<file path="src/scd_pkg.sv">
// Constants and carrier types for the system clock divider
package scd_pkg;

  // ------------------------------------------------------------
  // Division control register layout
  // ------------------------------------------------------------
  localparam int         CTRL_WIDTH        = 8;
  localparam logic [7:0] CTRL_RESET        = 8'hFC;
  localparam logic [5:0] CTRL_FIXED_ONES   = 6'h3F;
  localparam int         RATIO_LSB         = 0;
  localparam int         RATIO_MSB         = 1;
  localparam int         RATIO_WIDTH       = 2;

  // Ratio select codes
  localparam logic [1:0] RATIO_BY1         = 2'h0;
  localparam logic [1:0] RATIO_BY2         = 2'h1;
  localparam logic [1:0] RATIO_BY4         = 2'h2;
  localparam logic [1:0] RATIO_BY8         = 2'h3;

  // ------------------------------------------------------------
  // Divider and prescaler sizing
  // ------------------------------------------------------------
  localparam int         HALF_CNT_WIDTH    = 3;
  // Last half-period count for each ratio code
  localparam logic [2:0] HALF_LAST_BY1     = 3'h0;
  localparam logic [2:0] HALF_LAST_BY2     = 3'h1;
  localparam logic [2:0] HALF_LAST_BY4     = 3'h3;
  localparam logic [2:0] HALF_LAST_BY8     = 3'h7;
  localparam int         PRESCALE_STAGES   = 12;

  // ------------------------------------------------------------
  // Timing
  // ------------------------------------------------------------
  localparam int         CLK_PERIOD_PS     = 10000;
  localparam int         SETTLE_TIME_US    = 500;
  localparam int         SETTLE_CYCLES     = (SETTLE_TIME_US * 1000000 + CLK_PERIOD_PS - 1) / CLK_PERIOD_PS;

  // Clock output pin controls
  typedef struct packed {
    logic mode_allows;
    logic clock_output_stop;
  } scd_pin_ctrl_t;

  // Pin drive level and output enable
  typedef struct packed {
    logic level;
    logic oe;
  } scd_pin_drive_t;

endpackage

</file>
<file path="src/scd_prescaler.sv">
// Prescaler chain deriving system clock divided by two up to 4096
`timescale 1ns/10ps
`default_nettype none

module scd_prescaler #(
  parameter int STAGES = 12
) (
  input  wire logic              clk,
  input  wire logic              rst_b,
  input  wire logic              phi_rise,
  output logic [STAGES-1:0]      prescale_tick
);

  logic [STAGES-1:0] count;
  logic [STAGES-1:0] next_count;
  logic [STAGES-1:0] next_prescale_tick;

  // ------------------------------------------------------------
  // Next state
  // ------------------------------------------------------------
  always_comb
  begin
    next_count = count;
    if (phi_rise)
    begin
      next_count = count + {{(STAGES-1){1'b0}}, 1'b1};
    end
  end

  genvar k;
  generate
    for (k = 0; k < STAGES; k++)
    begin : g_tap
      always_comb
      begin
        next_prescale_tick[k] = phi_rise & (&count[k:0]);
      end
    end
  endgenerate

  // ------------------------------------------------------------
  // Registers
  // ------------------------------------------------------------
  always_ff @(posedge clk)
  begin
    if (!rst_b)
    begin
      count         <= '0;
      prescale_tick <= '0;
    end
    else
    begin
      count         <= next_count;
      prescale_tick <= next_prescale_tick;
    end
  end

endmodule

`default_nettype wire

</file>
<file path="src/scd_top.sv">
// Clock pulse generator: duty stage, ratio divider, prescalers and clock pin
//
// Summary of operation
// - System clock is duty-adjusted oscillator divided by 1, 2, 4 or 8.
// - Duty adjustment stage sits ahead of the divider; divider steps on it.
// - Ratio may be rewritten while running; no stop or reset needed.
// - Clock pin follows the newly selected ratio.
// - System clock feeds prescalers giving divide by 2 up to 4096.
// - Clock pin drive depends on operating mode and clock output stop bit.
// - Ratio code 00 /1, 01 /2, 10 /4, 11 /8.
// - Control register reset by reset and hardware standby, kept in software standby.
// - Upper six control bits ignore writes and read as one.
`timescale 1ns/10ps
`default_nettype none

module scd_top
  import scd_pkg::*;
#(
  parameter int PRESCALE_STAGES_P = scd_pkg::PRESCALE_STAGES
) (
  input  wire logic                              clk,
  input  wire logic                              rst_b,
  input  wire logic                              hardware_standby,
  input  wire logic                              software_standby,
  input  wire logic                              ratio_write,
  input  wire logic [scd_pkg::CTRL_WIDTH-1:0]    ratio_write_data,
  input  wire scd_pkg::scd_pin_ctrl_t            pin_ctrl,
  output logic [scd_pkg::CTRL_WIDTH-1:0]         division_control_register,
  output logic [scd_pkg::RATIO_WIDTH-1:0]        active_ratio,
  output logic                                   system_clock,
  output logic                                   system_clock_rise,
  output var scd_pkg::scd_pin_drive_t            system_clock_pin,
  output logic [PRESCALE_STAGES_P-1:0]           prescale_tick
);

  import scd_pkg::*;

  logic [CTRL_WIDTH-1:0]     next_division_control_register;
  logic [RATIO_WIDTH-1:0]    next_active_ratio;
  logic [HALF_CNT_WIDTH-1:0] half_count;
  logic [HALF_CNT_WIDTH-1:0] next_half_count;
  logic [HALF_CNT_WIDTH-1:0] half_last;
  logic                      next_system_clock;
  logic                      next_system_clock_rise;
  scd_pin_drive_t            next_system_clock_pin;
  logic                      local_reset;

  assign local_reset = !rst_b || hardware_standby;

  // ------------------------------------------------------------
  // Division control register
  // ------------------------------------------------------------
  always_comb
  begin
    next_division_control_register = division_control_register;
    if (ratio_write)
    begin
      next_division_control_register = {CTRL_FIXED_ONES, ratio_write_data[RATIO_MSB:RATIO_LSB]};
    end
  end

  always_ff @(posedge clk)
  begin
    if (local_reset)
    begin
      division_control_register <= CTRL_RESET;
    end
    else
    begin
      division_control_register <= next_division_control_register;
    end
  end

  // ------------------------------------------------------------
  // Duty stage and ratio divider
  // ------------------------------------------------------------
  always_comb
  begin
    unique case (active_ratio)
      RATIO_BY1: half_last = HALF_LAST_BY1;
      RATIO_BY2: half_last = HALF_LAST_BY2;
      RATIO_BY4: half_last = HALF_LAST_BY4;
      RATIO_BY8: half_last = HALF_LAST_BY8;
    endcase
  end

  always_comb
  begin
    // Each clk edge ends one half period of the duty-adjusted clock; the divider counts those
    next_half_count        = half_count + 3'h1;
    next_system_clock      = system_clock;
    next_active_ratio      = active_ratio;
    next_system_clock_rise = 1'b0;
    // One half period of the system clock is one to eight duty-stage half periods
    if (half_count == half_last)
    begin
      next_half_count   = 3'h0;
      next_system_clock = ~system_clock;
      if (!system_clock)
      begin
        next_system_clock_rise = 1'b1;
      end
      else
      begin
        // Falling edge closes a full period; only here may the ratio change
        next_active_ratio = division_control_register[RATIO_MSB:RATIO_LSB];
      end
    end
  end

  always_ff @(posedge clk)
  begin
    if (local_reset)
    begin
      half_count        <= 3'h0;
      system_clock      <= 1'b0;
      system_clock_rise <= 1'b0;
      active_ratio      <= RATIO_BY1;
    end
    else
    begin
      half_count        <= next_half_count;
      system_clock      <= next_system_clock;
      system_clock_rise <= next_system_clock_rise;
      active_ratio      <= next_active_ratio;
    end
  end

  // ------------------------------------------------------------
  // Clock output pin
  // ------------------------------------------------------------
  always_comb
  begin
    // Software standby parks the pin high; hardware standby releases it
    next_system_clock_pin.level = software_standby ? 1'b1 : next_system_clock;
    next_system_clock_pin.oe    = pin_ctrl.mode_allows && !pin_ctrl.clock_output_stop
                                  && !hardware_standby;
  end

  always_ff @(posedge clk)
  begin
    if (!rst_b)
    begin
      system_clock_pin <= '0;
    end
    else
    begin
      system_clock_pin <= next_system_clock_pin;
    end
  end

  // ------------------------------------------------------------
  // Prescalers
  // ------------------------------------------------------------
  scd_prescaler #(
    .STAGES        (PRESCALE_STAGES_P)
  ) u_prescaler (
    .clk           (clk),
    .rst_b         (rst_b && !hardware_standby),
    .phi_rise      (system_clock_rise),
    .prescale_tick (prescale_tick)
  );

endmodule

`default_nettype wire

</file>
<file path="config.mk">
export PLATFORM = sky130hd
export DESIGN_NAME = scd_top
export DESIGN_NICKNAME = d
export VERILOG_FILES = /design/src/scd_pkg.sv /design/src/scd_prescaler.sv /design/src/scd_top.sv
export SDC_FILE = /design/constraint.sdc
export NUM_CORES = 1
export LEC_CHECK = 0
export BUFFER_PORTS_ARGS = -buffer_cell sky130_fd_sc_hd__clkbuf_2
export CORE_MARGIN = 8
export CORE_UTILIZATION = 45
export DETAILED_ROUTE_END_ITERATION = 8
export PLACE_DENSITY = 0.74
export SETUP_SLACK_MARGIN = 0.1
export SLEW_MARGIN = 0
export SYNTH_ARGS = -nofsm -noshare
export SYNTH_HDL_FRONTEND = slang
export SYNTH_SLANG_ARGS = --single-unit
</file>
<file path="constraint.sdc">
create_clock -name clk -period 1.7 [get_ports clk]
set_input_delay 0.34 -clock clk [delete_from_list [all_inputs] [get_ports clk]]
set_output_delay 0.34 -clock clk [all_outputs]
set_load 0.02 [all_outputs]
</file>
* Yosys cells after proc, flatten, opt, wreduce, memory -nomap -nowiden
Index checks and enable logic that the tools add are counted.
** Storage, ports and cells
- Latch bits :: 0
- Bits in read-only memories :: 0
- Bits in writable memories :: 0
- Word-level logic and storage cells :: 55
- Memories kept :: 0
- Input port bits :: 15
- Output and inout bits :: 26
- Register bits :: 35
** Operators by class
- Add/sub/neg operators :: 2
- Reduce and logical (&&, ||, !) cells :: 22
- Bitwise operators :: 14
- Divide/modulo/power cells :: 0
- $mul :: 0
- Equal/unequal tests :: 4
- Magnitude comparators :: 0
- Shifts and indexed selects :: 0
- Muxes and demuxes :: 4
** Operators with widths (count)
- $add 12x1->12 const B :: 1
- $and 1x1->1 :: 12
- $pmux 3 s4 :: 1
- $reduce_and 12->1 :: 1
- $reduce_and 11->1 :: 1
- $reduce_and 10->1 :: 1
- $reduce_and 9->1 :: 1
- $reduce_and 8->1 :: 1
- $reduce_and 7->1 :: 1
- $reduce_and 6->1 :: 1
- $reduce_and 5->1 :: 1
- $eq 2x2->1 const B :: 2
- $reduce_and 2->1 :: 2
- $reduce_and 4->1 :: 1
- $reduce_or 2->1 :: 2
- $add 3x1->3 const B :: 1
- $eq 3x3->1 :: 1
- $logic_and 1x1->1 :: 3
- $logic_not 1->1 :: 3
- $mux 1 :: 3
- $reduce_and 3->1 :: 1
- $eq 2x1->1 const B :: 1
- $logic_not 2->1 :: 1
- $not 1->1 :: 2
- $logic_or 1x1->1 :: 1

* Depth between registers and ports, before layout
- Depth in word-level cells :: 5
- Mapped depth :: 8
- Depth with buffers taken out :: 8

* Cells and area by module
Synthesis repeated with hierarchy kept, for this count alone.
** Unflattened totals
- Cells, all modules :: 145
- Area, all modules :: 1423.9 sq um
** By module, submodules not included
- scd_prescaler :: area an instance 887.1 sq um, times used 1, cells an instance 88, seq. area each 480.5 sq um
- scd_top :: area an instance 536.8 sq um, times used 1, cells an instance 57, seq. area each 220.2 sq um

* Worst setup path before layout
Ideal clock, no wire load.
- Path type :: register -> register
- Start point :: reg active_ratio[1] (netlist name)
- End point :: reg half_count[1]
- Required time :: 1.584 ns
- Setup slack :: 0.011 ns
- Clock period less this slack :: 1.689 ns
- Arrival time :: 1.574 ns
- Library setup time :: 0.116 ns
- Cell stages (with the launch flop) :: 6
- Path buffers :: 1
- Path through :: dfxtp_1 -> or3_1 -> or3_4 -> and3_4 -> buf_6 -> and3_1
** On the way
- Longest elaborated chain between the ends :: 4
- Elaborated cells on any way between the ends :: 7
- Classes of those cells :: 4 x eq/ne; 1 x mux; 2 x reduce/logical
** Ends and longest elaborated chain
- start: declaration :: line scd_top.sv:29 : output logic [scd_pkg::RATIO_WIDTH-1:0] active_ratio,
- start signal: assignment :: line scd_top.sv:125 : active_ratio <= next_active_ratio;
- $eq 2x2->1 (tied with other cells) :: line scd_top.sv:79 : unique case (active_ratio)
- $pmux 3 s4 * :: line scd_top.sv:79
- $eq 3x3->1 * :: line scd_top.sv:95 : if (half_count == half_last)
- $reduce_or 2->1 (no line) *
- end signal: assignment :: line scd_top.sv:122 : half_count <= next_half_count;
- end: declaration :: line scd_top.sv:40 : logic [HALF_CNT_WIDTH-1:0] half_count;
Every way passes the cells marked *; elsewhere a longest branch is shown, timed or not.
A chain may end at the register's enable or synchronous reset.

* Worst setup path in the final report
- Start point :: reg half_count[1]
- End point :: reg half_count[1]
** On the way
- Longest elaborated chain between the ends :: 2
- Elaborated cells on any way between the ends :: 3
- Classes of those cells :: 1 x add/sub; 1 x eq/ne; 1 x reduce/logical
** Ends and longest elaborated chain
- parallel branches: the longest is 2 deep, another holds $add 3x1->3
Several ways; the timed one is not identified.

==> reports/metrics.yaml <==
clk_latency_ns: 0.33
placedInstanceArea_mm2: 0.001612
drv_cap: 0
antenna_found_initial: 0
setup_viol: 0
dieArea_mm2: 0.005185
fmax_ghz: 0.6337
wl_met2_um: 1369
status: "finished, final reports clean"
first_iter_violations: 133
ys_types: 29
synth_edf_count: 0
mappedNetlistArea_mm2: 0.001411
grt_max_degree: 14
drc: 0
ys_seq_elements: 35
worstRegToRegCells: 4
gp_congestion: 0.7715
pin_count: 41
drt_wl_total_um: 2829
syn_avg_cell_area_um2: 9.472
ant_nets: 0
multi_input_area_um2: 656.9
wl_met3_um: 190
finalInstanceArea_mm2: 0.001710
viasPerCell: 4.913
min_path_type: "primary input to flip-flop"
p_total_mw: 1.417
maxSlewViolCount: 0
nFillCells: 257
core_mm2: 0.003028
post-place-ws_ns: 0.1141
cts-root-buf: "clkbuf_4"
setup_tns_ns: 0
grt_pass1_vias: 1117
finalHoldViolations: 0
p_per_area_mw_per_mm2: 828.6
ys_warn_count: 0
cp_max_fo: 6
regArea_um2: 710.7
holdBufCountCts: 0
initial_core_util: 0.4661
leakage_nw: 0.7354
top_layer: "met4"
grt.overflow.total: 0
critPathLaunch: "half_count[1]"
nets: 206
htree_levels: 2
cts-buffers-inserted: 5
grt_pass1_wl_um: 4761
io_buffers: 28
crit_type: "flip-flop to flip-flop"
syn_inst: 149
ys_async_sr_fraction: 0
clk_pin_slew_ns: 0.10
crit_path_start_kind: "flip-flop"
die_h_um: 72.01
critPathCaptureType: "flip-flop"
wire_per_inst_um: 12.25
max-vdd-ir-drop_v: 0.0002986
crit_required_ns: 1.93
fin_crit_ns: 1.578
drive_gt1_frac: 0.2941
timing.final.ws_setup_ns: 0.1219
routed-via-count: 1135
final_cells: 231
hpwl_um: 2149
antennaDiodeCount: 0
crit-reg2reg-launch: "half_count[1]"
row_count: 20
place_inst: 222
track_usage: 0.1146
synthFlopType: "dfxtp_1"
hold_depth: 2
worstPathArrival_ns: 1.81
clock-sinks: 35
rsz0062_at_grt: "yes"
skew_ns: 0.005010
drtPass1Iterations: 4
cts_tree: "built"
syn2layout_area_growth_pct: 21.19
met1_length_um: 1209
cts.path.max_buffers: 2
ys_seq_area_frac: 0.4965
die_w_um: 72.01
min_from: "pin_ctrl[0]"
post-route-period-util: 0.9283
where the power goes:
| part | internal (mW) | switching, mW | total (mW) |
|---|---|---|---|
| Combinational | 0.0303 | 0.0526 | 0.0830 |
| Sequential | 0.824 | 0.00742 | 0.832 |
| Clock | 0.243 | 0.259 | 0.503 |
path summary, 6_finish.rpt:
check / endpoint / slack, ns
setup / recovery: half_count[1] / 0.12
hold / removal: system_clock_pin[0] / 0.16
setup reg to reg: half_count[1] / 0.12
hold reg to reg: u_prescaler.prescale_tick[11] / 0.47
per-stage QoR:
| stage | hold WS, ns | util |
|---|---|---|
| finish | 0.1605 | 0.5649 |
| floorplan | 0.4161 | - |
| global route | 0.1355 | 0.5649 |
| CTS | 0.1473 | 0.5554 |
| detailed placement | 0.4617 | 0.5322 |
| global placement | 0.4437 | 0.5322 |
layout by cell type (no fill, tap or decap):
cell type	instances
xor2_1	2
a21oi_1	3
or3_1	1
o22ai_2	1
inv_1	5
nand4_1	4
clkbuf_2	28
dfxtp_4	2
ha_2	1
and3_1	7
clkbuf_1	1
mux2i_1	7
or3_4	2
nor3_2	1
nor3_1	5
nor4_1	6
nand3_2	1
and3_4	1
buf_4	8
xnor2_1	7
nor2b_1	1
o21ai_0	2
clkbuf_8	2
ha_1	4
dfxtp_1	31
o21ai_1	1
nor2_1	18
dfxtp_2	2
conb_1	6
nor3b_1	2
nand2b_1	3
nand2_1	9
and4_2	1
clkbuf_4	5
nand3_1	7
worst max-delay path, cell delays in order (launching register included):
cell and delay [ns]:
dfxtp_4 0.37, or3_4 0.38, or3_4 0.35, and3_4 0.21
and3_1 0.18
what timing repair did:
action                                  4_1_cts  5_1_grt
endpoints found under the setup margin        1        6
resized for setup                             1        6
pin swaps                                     0        1
buffers inserted                              0        1
per-layer routing:
metal	global-route usage	up-vias
met2	0.1994	38
met3	0.04959	5
met4	0.06803	0
met5	0	-
li1	-	579
met1	0.1100	513
cells by family (layout without fill, tap and decap cells):
group / Yosys count / count (layout) / share of synthesized area
AOI/OAI and AO/OA: 7 / 7 / 0.03013
xor gates and xnor gates: 9 / 9 / 0.05585
adders and majority gates: 5 / 5 / 0.04433
buffers and inverters: 16 / 49 / 0.06383
DFF: 35 / 35 / 0.4965
muxes: 7 / 7 / 0.04965
other: 1 / 6 / 0.002657
and+or+nand+nor: 69 / 69 / 0.2571
state kept, by name, summed over array words and instances, names as in the netlist:
register,flops
u_prescaler.count,12
u_prescaler.prescale_tick,12
half_count,3
active_ratio,2
division_control_register,2
system_clock_pin,2
system_clock,1
system_clock_rise,1
final cells by class:
type                    count  area share
multi-input cells         103      0.3841
inverters                   5     0.01097
well taps                  44     0.03219
flip-flops and latches     35      0.4155
clock buffers               8     0.04023
repair buffers             36      0.1170
Yosys cell counts (2+ instances only):
| master | instances | area, µm² |
|---|---|---|
| and3_1 | 7 | 43.79 |
| a21oi_1 | 3 | 15.01 |
| xor2_1 | 2 | 17.52 |
| dfxtp_1 | 35 | 700.7 |
| nand2_1 | 9 | 33.78 |
| nor3b_1 | 2 | 15.01 |
| nor3_1 | 6 | 30.03 |
| ha_1 | 5 | 62.56 |
| buf_4 | 6 | 45.04 |
| nand3_1 | 8 | 40.04 |
| nor4_1 | 6 | 37.54 |
| clkbuf_1 | 2 | 7.510 |
| mux2i_1 | 7 | 70.07 |
| xnor2_1 | 7 | 61.31 |
| nand2b_1 | 3 | 18.77 |
| nor2_1 | 18 | 67.56 |
| nand4_1 | 4 | 25.02 |
| buf_1 | 2 | 7.510 |
| inv_1 | 5 | 18.77 |
| o21ai_0 | 2 | 10.01 |
| or3_1 | 2 | 12.51 |
Note: power is estimated with default switching activity, not from simulation.
